### config.mk
export PLATFORM = sky130hd
export DESIGN_NAME = time_of_day_clock_service
export DESIGN_NICKNAME = d
export VERILOG_FILES = /design/src/hw/tod_pkg.sv /design/src/hw/time_of_day_clock_service.sv /design/src/hw/bcd_digit_pair.sv /design/src/hw/tick_divider.sv
export SDC_FILE = /design/constraint.sdc
export NUM_CORES = 1
export LEC_CHECK = 0
export BUFFER_PORTS_ARGS = -buffer_cell sky130_fd_sc_hd__buf_2
export CAP_MARGIN = 40
export CORE_MARGIN = 2
export CORE_UTILIZATION = 30
export DETAILED_ROUTE_END_ITERATION = 10
export PLACE_DENSITY_LB_ADDON = 0.05
export SLEW_MARGIN = 30
export SYNTH_ARGS = -nofsm -noshare
export SYNTH_HDL_FRONTEND = slang
export SYNTH_HIERARCHICAL = 1
export SYNTH_SLANG_ARGS = --single-unit
### constraint.sdc
create_clock -name hclk -period 3.4 [get_ports hclk]
set_clock_uncertainty 0.05 [all_clocks]
set_input_delay 0.68 -clock hclk [delete_from_list [all_inputs] [get_ports hclk]]
set_output_delay 0.68 -clock hclk [all_outputs]
set_load 0.05 [all_outputs]
### src/hw/tod_pkg.sv
package tod_pkg;
    // ***********************************************************
    // function codes
    // ***********************************************************
    localparam logic [7:0] FC_READ_TICK = 8'h00;
    localparam logic [7:0] FC_SET_TICK = 8'h01;
    localparam logic [7:0] FC_READ_TIME = 8'h02;
    localparam logic [7:0] FC_SET_TIME = 8'h03;
    localparam logic [7:0] FC_READ_DATE = 8'h04;
    localparam logic [7:0] FC_SET_DATE = 8'h05;
    localparam logic [7:0] FC_SET_ALARM = 8'h06;
    localparam logic [7:0] FC_CANCEL_ALARM = 8'h07;
    localparam logic [7:0] FC_READ_DAYS = 8'hd0;

    // ***********************************************************
    // register offsets (byte addresses)
    // ***********************************************************
    localparam logic [7:0] OFS_CMD = 8'h00;      // write: function code, starts it
    localparam logic [7:0] OFS_ARG_HI = 8'h04;   // [15:8] hours/century, [7:0] min/year
    localparam logic [7:0] OFS_ARG_LO = 8'h08;   // [15:8] sec/month, [7:0] day
    localparam logic [7:0] OFS_RES_FLAG = 8'h0c; // [8] reject status, [7:0] flag/days
    localparam logic [7:0] OFS_RES_HI = 8'h10;   // high result word
    localparam logic [7:0] OFS_RES_LO = 8'h14;   // low result word
    localparam logic [7:0] OFS_STATUS = 8'h18;   // [0] alarm armed

    // ***********************************************************
    // timing
    // ***********************************************************
    localparam int CLK_HZ = 100_000_000;
    localparam int TICK_MILLIHZ = 18206480;      // 18.20648 Hz in micro-hertz units
    // cycles per tick, rounded down: 1e8 / 18.20648
    localparam int TICK_CYCLES = int'((64'(CLK_HZ) * 64'd1000000) / 64'(TICK_MILLIHZ));
    localparam int SEC_CYCLES = CLK_HZ;
    localparam logic [31:0] TICKS_PER_DAY = 32'h0018_00b0; // 1573040
    localparam logic [31:0] TICK_RESET = 32'h0000_0000;
    localparam logic [7:0] DAYS_MAX = 8'hff;
    localparam logic [7:0] BCD_RESET = 8'h00;
    localparam logic [7:0] CENTURY_RESET = 8'h19;
    localparam logic [7:0] MONTH_RESET = 8'h01;
    localparam logic [7:0] DAY_RESET = 8'h01;
endpackage

### src/hw/time_of_day_clock_service.sv
// Design decisions made here: the address map and register access over AHB-Lite.
`timescale 1ns/100ps
module time_of_day_clock_service #(
    parameter int TICK_PERIOD = tod_pkg::TICK_CYCLES,
    parameter int SEC_PERIOD = tod_pkg::SEC_CYCLES,
    // ticks that make one day; a small value lets the day rollover be reached quickly
    parameter logic [31:0] DAY_TICKS = tod_pkg::TICKS_PER_DAY
) (
    input wire logic hclk,
    input wire logic hresetn,
    input wire logic hsel,
    input wire logic [31:0] haddr,
    input wire logic [1:0] htrans,
    input wire logic hwrite,
    input wire logic [2:0] hsize,
    input wire logic [31:0] hwdata,
    input wire logic hready,
    output logic [31:0] hrdata,
    output logic hreadyout,
    output logic hresp,
    output logic alarm_event,
    output logic tick_hook_event
);
    typedef struct packed {
        logic wr_pend;
        logic [7:0] wr_addr;
        logic [31:0] tick;
        logic [31:0] day_ticks;
        logic overflow;
        logic [7:0] days;
        logic [7:0] hours;
        logic [7:0] minutes;
        logic [7:0] seconds;
        logic [7:0] century;
        logic [7:0] year;
        logic [7:0] month;
        logic [7:0] day;
        logic armed;
        logic [7:0] al_hours;
        logic [7:0] al_minutes;
        logic [7:0] al_seconds;
        logic [15:0] arg_hi;
        logic [15:0] arg_lo;
        logic reject;
        logic [7:0] res_flag;
        logic [15:0] res_hi;
        logic [15:0] res_lo;
        logic alarm;
        logic hook;
        logic [31:0] rdata;
    } tod_s;
    tod_s st_ff;
    tod_s nxt_st;

    logic tick_pulse;
    logic sec_pulse;
    logic [7:0] sec_n, min_n, hr_n;
    logic sec_c, min_c, hr_c;
    logic addr_ok;

    // ***********************************************************
    // time bases
    // ***********************************************************
    tick_divider #(.PERIOD(TICK_PERIOD)) u_tick (
        .hclk(hclk),
        .hresetn(hresetn),
        .pulse(tick_pulse)
    );
    // calendar runs on its own second base; tick count need not divide evenly
    tick_divider #(.PERIOD(SEC_PERIOD)) u_sec (
        .hclk(hclk),
        .hresetn(hresetn),
        .pulse(sec_pulse)
    );

    // bcd ripple for the time of day
    bcd_digit_pair u_s (.value(st_ff.seconds), .limit(8'h59), .wrap_to(8'h00),
        .next_value(sec_n), .carry(sec_c));
    bcd_digit_pair u_m (.value(st_ff.minutes), .limit(8'h59), .wrap_to(8'h00),
        .next_value(min_n), .carry(min_c));
    bcd_digit_pair u_h (.value(st_ff.hours), .limit(8'h23), .wrap_to(8'h00),
        .next_value(hr_n), .carry(hr_c));

    // ***********************************************************
    // bus decode
    // ***********************************************************
    function automatic logic is_reg(input logic [7:0] a);
        is_reg = (a == tod_pkg::OFS_CMD) || (a == tod_pkg::OFS_ARG_HI) ||
            (a == tod_pkg::OFS_ARG_LO) || (a == tod_pkg::OFS_RES_FLAG) ||
            (a == tod_pkg::OFS_RES_HI) || (a == tod_pkg::OFS_RES_LO) ||
            (a == tod_pkg::OFS_STATUS);
    endfunction

    assign addr_ok = hsel && hready && htrans[1];

    // ***********************************************************
    // next state
    // ***********************************************************
    // commands take effect in the write data phase; the free-running
    // counters update in the same cycle, commands win over counting
    always_comb begin
        nxt_st = st_ff;
        nxt_st.alarm = 1'b0;
        nxt_st.hook = 1'b0;
        // unmapped writes never become pending, so they cannot reach the command decode
        nxt_st.wr_pend = addr_ok && hwrite && is_reg(haddr[7:0]);
        if (addr_ok) begin
            nxt_st.wr_addr = haddr[7:0];
        end

        // tick count and day accounting
        if (tick_pulse) begin
            nxt_st.tick = st_ff.tick + 32'h0000_0001;
            nxt_st.hook = 1'b1;
            if (st_ff.day_ticks >= DAY_TICKS - 32'h0000_0001) begin
                nxt_st.day_ticks = 32'h0000_0000;
                nxt_st.overflow = 1'b1;
                if (st_ff.days != tod_pkg::DAYS_MAX) begin
                    nxt_st.days = st_ff.days + 8'h01;
                end
            end else begin
                nxt_st.day_ticks = st_ff.day_ticks + 32'h0000_0001;
            end
        end

        // calendar time of day
        if (sec_pulse) begin
            nxt_st.seconds = sec_n;
            if (sec_c) begin
                nxt_st.minutes = min_n;
                if (min_c) begin
                    nxt_st.hours = hr_n;
                end
            end
        end

        // alarm compare, single shot
        if (st_ff.armed && st_ff.hours == st_ff.al_hours &&
            st_ff.minutes == st_ff.al_minutes && st_ff.seconds == st_ff.al_seconds) begin
            nxt_st.alarm = 1'b1;
            nxt_st.armed = 1'b0;
        end

        // register writes
        if (st_ff.wr_pend) begin
            case (st_ff.wr_addr)
                tod_pkg::OFS_ARG_HI: nxt_st.arg_hi = hwdata[15:0];
                tod_pkg::OFS_ARG_LO: nxt_st.arg_lo = hwdata[15:0];
                tod_pkg::OFS_CMD: begin
                    case (hwdata[7:0])
                        tod_pkg::FC_READ_TICK, tod_pkg::FC_READ_DAYS: begin
                            nxt_st.res_flag = (hwdata[7:0] == tod_pkg::FC_READ_DAYS) ?
                                st_ff.days : {7'h00, st_ff.overflow};
                            nxt_st.res_hi = st_ff.tick[31:16];
                            nxt_st.res_lo = st_ff.tick[15:0];
                            nxt_st.overflow = 1'b0;
                            nxt_st.days = 8'h00;
                            nxt_st.day_ticks = 32'h0000_0000;
                        end
                        tod_pkg::FC_SET_TICK: begin
                            nxt_st.tick = {st_ff.arg_hi, st_ff.arg_lo};
                            nxt_st.overflow = 1'b0;
                            nxt_st.days = 8'h00;
                            nxt_st.day_ticks = 32'h0000_0000;
                        end
                        tod_pkg::FC_READ_TIME: begin
                            nxt_st.res_hi = {st_ff.hours, st_ff.minutes};
                            nxt_st.res_lo = {st_ff.seconds, 8'h00};
                        end
                        tod_pkg::FC_SET_TIME: begin
                            nxt_st.hours = st_ff.arg_hi[15:8];
                            nxt_st.minutes = st_ff.arg_hi[7:0];
                            nxt_st.seconds = st_ff.arg_lo[15:8];
                        end
                        tod_pkg::FC_READ_DATE: begin
                            nxt_st.res_hi = {st_ff.century, st_ff.year};
                            nxt_st.res_lo = {st_ff.month, st_ff.day};
                        end
                        tod_pkg::FC_SET_DATE: begin
                            nxt_st.century = st_ff.arg_hi[15:8];
                            nxt_st.year = st_ff.arg_hi[7:0];
                            nxt_st.month = st_ff.arg_lo[15:8];
                            nxt_st.day = st_ff.arg_lo[7:0];
                        end
                        tod_pkg::FC_SET_ALARM: begin
                            if (st_ff.armed) begin
                                nxt_st.reject = 1'b1;
                            end else begin
                                nxt_st.reject = 1'b0;
                                nxt_st.armed = 1'b1;
                                nxt_st.al_hours = st_ff.arg_hi[15:8];
                                nxt_st.al_minutes = st_ff.arg_hi[7:0];
                                nxt_st.al_seconds = st_ff.arg_lo[15:8];
                            end
                        end
                        tod_pkg::FC_CANCEL_ALARM: nxt_st.armed = 1'b0;
                        default: ;
                    endcase
                end
                default: ;
            endcase
        end

        // read data, registered for the data phase
        nxt_st.rdata = 32'h0000_0000;
        if (addr_ok && !hwrite && is_reg(haddr[7:0])) begin
            case (haddr[7:0])
                tod_pkg::OFS_ARG_HI: nxt_st.rdata = {16'h0000, st_ff.arg_hi};
                tod_pkg::OFS_ARG_LO: nxt_st.rdata = {16'h0000, st_ff.arg_lo};
                tod_pkg::OFS_RES_FLAG: nxt_st.rdata = {23'h000000, st_ff.reject, st_ff.res_flag};
                tod_pkg::OFS_RES_HI: nxt_st.rdata = {16'h0000, st_ff.res_hi};
                tod_pkg::OFS_RES_LO: nxt_st.rdata = {16'h0000, st_ff.res_lo};
                tod_pkg::OFS_STATUS: nxt_st.rdata = {31'h00000000, st_ff.armed};
                default: nxt_st.rdata = 32'h0000_0000;
            endcase
        end
    end

    // ***********************************************************
    // state register
    // ***********************************************************
    always_ff @(posedge hclk or negedge hresetn) begin
        if (!hresetn) begin
            st_ff <= '0;
            st_ff.century <= tod_pkg::CENTURY_RESET;
            st_ff.month <= tod_pkg::MONTH_RESET;
            st_ff.day <= tod_pkg::DAY_RESET;
        end else begin
            st_ff <= nxt_st;
        end
    end

    // zero-wait slave, unmapped addresses read zero and ignore writes
    assign hreadyout = 1'b1;
    assign hresp = 1'b0;
    assign hrdata = st_ff.rdata;
    assign alarm_event = st_ff.alarm;
    assign tick_hook_event = st_ff.hook;

    // ***********************************************************
    // checks
    // ***********************************************************
    a_tick_hook: assert property (@(posedge hclk) disable iff (!hresetn)
        tick_pulse |=> tick_hook_event) else $error("tick hook missing");
    a_days_sat: assert property (@(posedge hclk) disable iff (!hresetn)
        st_ff.days == tod_pkg::DAYS_MAX && !st_ff.wr_pend |=> st_ff.days == tod_pkg::DAYS_MAX)
        else $error("days wrapped");
    a_reject_keep: assert property (@(posedge hclk) disable iff (!hresetn)
        st_ff.wr_pend && st_ff.wr_addr == tod_pkg::OFS_CMD && hwdata[7:0] == tod_pkg::FC_SET_ALARM
        && st_ff.armed && !alarm_event |=> st_ff.reject && $stable(st_ff.al_hours))
        else $error("alarm overwritten");
    a_clear_read: assert property (@(posedge hclk) disable iff (!hresetn)
        st_ff.wr_pend && st_ff.wr_addr == tod_pkg::OFS_CMD && hwdata[7:0] == tod_pkg::FC_READ_TICK
        |=> !st_ff.overflow && st_ff.days == 8'h00) else $error("flag not cleared");
    a_alarm_once: assert property (@(posedge hclk) disable iff (!hresetn)
        alarm_event |-> !st_ff.armed) else $error("alarm still armed");
    a_cancel_arm: assert property (@(posedge hclk) disable iff (!hresetn)
        st_ff.wr_pend && st_ff.wr_addr == tod_pkg::OFS_CMD
        && hwdata[7:0] == tod_pkg::FC_CANCEL_ALARM |=> !st_ff.armed) else $error("cancel failed");
    a_tick_count: assert property (@(posedge hclk) disable iff (!hresetn)
        tick_pulse && !st_ff.wr_pend |=> st_ff.tick == $past(st_ff.tick) + 32'h0000_0001)
        else $error("tick not advanced");
    a_ovf_day: assert property (@(posedge hclk) disable iff (!hresetn)
        $rose(st_ff.overflow) |-> st_ff.day_ticks == 32'h0000_0000) else $error("early overflow");
    // a day boundary with no command in flight steps the days count by one while it is below DAYS_MAX
    a_days_step: assert property (@(posedge hclk) disable iff (!hresetn)
        tick_pulse && st_ff.day_ticks >= DAY_TICKS - 32'h0000_0001
        && st_ff.days != tod_pkg::DAYS_MAX && !st_ff.wr_pend
        |=> st_ff.days == $past(st_ff.days) + 8'h01) else $error("day not counted");
    // command results, seen one edge after the command's data phase
    a_set_tick: assert property (@(posedge hclk) disable iff (!hresetn)
        st_ff.wr_pend && st_ff.wr_addr == tod_pkg::OFS_CMD && hwdata[7:0] == tod_pkg::FC_SET_TICK
        |=> st_ff.tick == $past({st_ff.arg_hi, st_ff.arg_lo})) else $error("tick set lost");
    a_read_flag: assert property (@(posedge hclk) disable iff (!hresetn)
        st_ff.wr_pend && st_ff.wr_addr == tod_pkg::OFS_CMD && hwdata[7:0] == tod_pkg::FC_READ_TICK
        |=> st_ff.res_flag == {7'h00, $past(st_ff.overflow)}) else $error("flag result wrong");
    a_read_days: assert property (@(posedge hclk) disable iff (!hresetn)
        st_ff.wr_pend && st_ff.wr_addr == tod_pkg::OFS_CMD && hwdata[7:0] == tod_pkg::FC_READ_DAYS
        |=> st_ff.res_flag == $past(st_ff.days)) else $error("days result wrong");
    a_accept_arm: assert property (@(posedge hclk) disable iff (!hresetn)
        st_ff.wr_pend && st_ff.wr_addr == tod_pkg::OFS_CMD && hwdata[7:0] == tod_pkg::FC_SET_ALARM
        && !st_ff.armed |=> st_ff.armed && !st_ff.reject) else $error("alarm not accepted");
    a_time_write: assert property (@(posedge hclk) disable iff (!hresetn)
        st_ff.wr_pend && st_ff.wr_addr == tod_pkg::OFS_CMD && hwdata[7:0] == tod_pkg::FC_SET_TIME
        |=> st_ff.hours == $past(st_ff.arg_hi[15:8]) && st_ff.seconds == $past(st_ff.arg_lo[15:8]))
        else $error("time write lost");
    a_date_write: assert property (@(posedge hclk) disable iff (!hresetn)
        st_ff.wr_pend && st_ff.wr_addr == tod_pkg::OFS_CMD && hwdata[7:0] == tod_pkg::FC_SET_DATE
        |=> st_ff.century == $past(st_ff.arg_hi[15:8]) && st_ff.day == $past(st_ff.arg_lo[7:0]))
        else $error("date write lost");
endmodule

### src/hw/bcd_digit_pair.sv
`timescale 1ns/100ps
// one bcd byte: increments with wrap at a limit and reports carry
module bcd_digit_pair (
    input wire logic [7:0] value,
    input wire logic [7:0] limit,
    input wire logic [7:0] wrap_to,
    output logic [7:0] next_value,
    output logic carry
);
    // ***********************************************************
    // increment
    // ***********************************************************
    // limit compare happens before increment so illegal values still wrap
    always_comb begin
        carry = (value >= limit);
        if (carry) begin
            next_value = wrap_to;
        end else if (value[3:0] >= 4'h9) begin
            next_value = {value[7:4] + 4'h1, 4'h0};
        end else begin
            next_value = {value[7:4], value[3:0] + 4'h1};
        end
    end
endmodule

### src/hw/tick_divider.sv
`timescale 1ns/100ps
// free-running divider producing a one-cycle pulse every period cycles
module tick_divider #(
    parameter int PERIOD = 5492549
) (
    input wire logic hclk,
    input wire logic hresetn,
    output logic pulse
);
    typedef struct packed {
        logic [31:0] cnt;
        logic pulse;
    } div_s;
    div_s st_ff;
    div_s nxt_st;

    // ***********************************************************
    // counter
    // ***********************************************************
    always_comb begin
        nxt_st = st_ff;
        nxt_st.pulse = 1'b0;
        if (st_ff.cnt >= 32'(PERIOD - 1)) begin
            nxt_st.cnt = 32'h0000_0000;
            nxt_st.pulse = 1'b1;
        end else begin
            nxt_st.cnt = st_ff.cnt + 32'h0000_0001;
        end
    end

    always_ff @(posedge hclk or negedge hresetn) begin
        if (!hresetn) begin
            st_ff <= '0;
        end else begin
            st_ff <= nxt_st;
        end
    end

    assign pulse = st_ff.pulse;
endmodule

==> run summary <==
Summing all multi-input logic gate instances after layout gives 8830 sq um. In the routed layout, each cell is associated on average with a via count of 5.00. TritonCTS buffer count: 41. The fill cell instance count of the final layout came out at 5909. The clock network fraction of total power came out at 37.0%.

The number of resized instances in the post-cts repair step came out at 0. At the end of the flow the core is filled with cells to 34.9%. After layout, the design draws a total of 11.3 mW. The tools report the count of clock tree sinks as 320.

For this design the static power due to leakage is 8.83 nW. Compared with the post-synthesis result, the final layout area differs by 15.4%. The floorplan step set the die width to 245 microns. Row generation in the floorplan step produced 88 rows. Pin placement for this block handled 110 I/O pins. STA puts the critical path data required time at 3790 ps. The pin count of the biggest net entering global routing was 66. Routability-driven placement finished with a final weighted congestion of 0.769.

The later-pin clock latency in the skew report is 570 ps. STA puts the critical path data arrival time at 3230 ps. TritonCTS built the clock tree. For this run, the number of Yosys warnings is 6.

The detail route stage leaves a number of antenna-violating nets equal to 0. For the number of global-route vias before repair, the log shows 13188. The library cell used most frequently in the layout, excluding fill and tap cells, is sky130_fd_sc_hd__dfrtp_1. The kind of end point of the critical path is a flop. The area of the core came out at 57500 sq um.

The net switching component of the power is 3.43 mW, and the average cell area after synthesis is 10.4 sq um. The run gives 0.365 mV as the worst vdd rail ir drop. Summing all flip-flop and latch instances after layout gives 8010 sq um.

The maximum net fanout on the critical path is 15. STA classifies the critical path startpoint as a flop. In the layout the commonest cells are sky130_fd_sc_hd__dfrtp_1 (315), sky130_fd_sc_hd__nand2_1 (128), sky130_fd_sc_hd__nor2_1 (117).

The logs give 0 for the number of remaining DRC errors and 7 for the detailed-routing iteration count for the pre-antenna-repair pass. The final layout contains 1904 nets. The total negative setup slack is 0 ps, and the remaining global-route overflow is 0. The setup violation total in the final timing report is 0, and the part of the cycle the worst path needs is 83.6%. The tools report the number of hold-slack violations in the final timing report as 0. The number of antenna diodes in the final layout is 0. Setup repair after global routing left no endpoint under its margin. For this block, the routed nets add up to 50700 microns of wire.

For this run, the top clock speed supported by timing is 352 MHz. Traced cell by cell, the critical path runs through or4b_1 -> nor3_2 -> nand4_1 -> nor2_2 -> buf_12 -> mux2_2. The run gives 17400 sq um as the post-synth design cell area.

Slowest library cell on the worst path: sky130_fd_sc_hd__or4b_1. The detailed router placed 12909 vias in this run. Once detailed placement completed, the half-perimeter wirelength came to 34600 microns. The total power per unit cell area was 563 nW/um^2. The clock tree root driver cell was sky130_fd_sc_hd__clkbuf_16. The tools report the H-tree depth as 2. The die span in y is 245 microns. In the global route stage, overall resource usage came out at 17.2%.

The net switching fraction of the power is 30.5%, and the final-report max-slew violation count is 0. The run finished with clean final reports. The longest clock path from root to sink contains 3 buffers. Count of input and output buffers: 47. Measured against its own limit, the worst slew margin works out to 35.1%. The count of hold buffers inserted by post-cts repair was 0; the shortest clock period the worst path allows after layout was 2840 ps. The starting density of the core came out at 30.2%.

Initial antenna violation count: 1. Start-to-end type of the worst setup path: flop to flop. The first global-routing pass estimated 80400 microns of wire.

The average routed wire per standard cell works out to 19.6 microns. The tools report the synthesized netlist cell count as 1677. The path class of the lowest-slack min-delay path is primary input to asynchronous set/reset pin. For the pin with the worst max-slew slack, the measured transition is 974 ps.

The cell-internal power was 7.84 mW. Clock-pin slew was measured on the worst setup and hold paths at 60 ps. The first routing iteration left 717 violations.

The post-route netlist has 19.1% of its cells at a drive strength greater than 1. Once the clock tree was built, the setup fixing pass inserted 0 buffers. In this run, the combinational gates consume 22.8% of the power. For the full die area, the log shows 59800 sq um.

Hold is met by 17.1 ps. The biggest cell delay along the critical path is 650 ps. The logs give 40.2% for the share of total power in sequential cells and 0 for the total of max-cap violations.
==> final timing paths <==
kind	slack (ps)	from	depth (start not counted)	endpoint
setup / recovery	560	st_ff[265]	6	st_ff[112]
setup reg to reg	560	st_ff[265]	6	st_ff[112]
hold reg to reg	430	st_ff[54]	2	st_ff[54]
hold / removal	20	hresetn	1	st_ff[180]
max in group asynchronous	2450	hresetn	2	st_ff[132]
min in group hclk	280	hwrite	2	st_ff[269]
==> critical path, delay by kind of cell, from the launching register on <==
family,cells,cell delay [ps]
mux,1,350
simple gates,4,1690
flops,1,370
buf+inv,1,230
==> registers in the layout, indices dropped and copies added (netlist names) <==
signal,cells
st_ff,236
u_tick/st_ff,32
u_tick/pulse,1
u_sec/pulse,1
alarm_event,1
u_sec/st_ff,32
hrdata,16
tick_hook_event,1
==> area by class of cell <==
cell class | count | share of cell area [%]
inverters | 49 | 0.918
clock buffers | 67 | 6.12
flip-flops and latches | 320 | 40.0
clock inverters | 6 | 0.169
well taps | 765 | 4.78
repair buffers | 103 | 3.96
multi-input cells | 1273 | 44.1
==> through the flow <==
step	instances	area, sq um	setup WS, ps
after global placement	2508	18700	399
after CTS	2582	20000	570
final	2583	20000	558
after floorplan	1753	17700	727
after detailed placement	2509	18800	459
after global routing	2583	20000	448
==> layer usage <==
layer	part of all wire (%)	wire length [microns]	vias up	track usage, %
met3	3.5	1780	77	2.95
met5	0	0	-	0
met1	48	24500	6441	24.0
met4	2.6	1310	0	4.90
met2	46	23100	208	27.5
li1	-	-	6183	-
==> power groups by stage <==
stage | registers, mW | logic [mW] | clock network (mW)
finish | 4.54 | 2.57 | 4.17
global route | 4.60 | 2.89 | 4.49
CTS | 4.55 | 2.62 | 4.33
detailed placement | 4.62 | 2.60 | 0
global placement | 4.62 | 2.57 | 0
floorplan | 4.48 | 1.94 | 0
No activity file was read; power rests on OpenSTA's default activity.
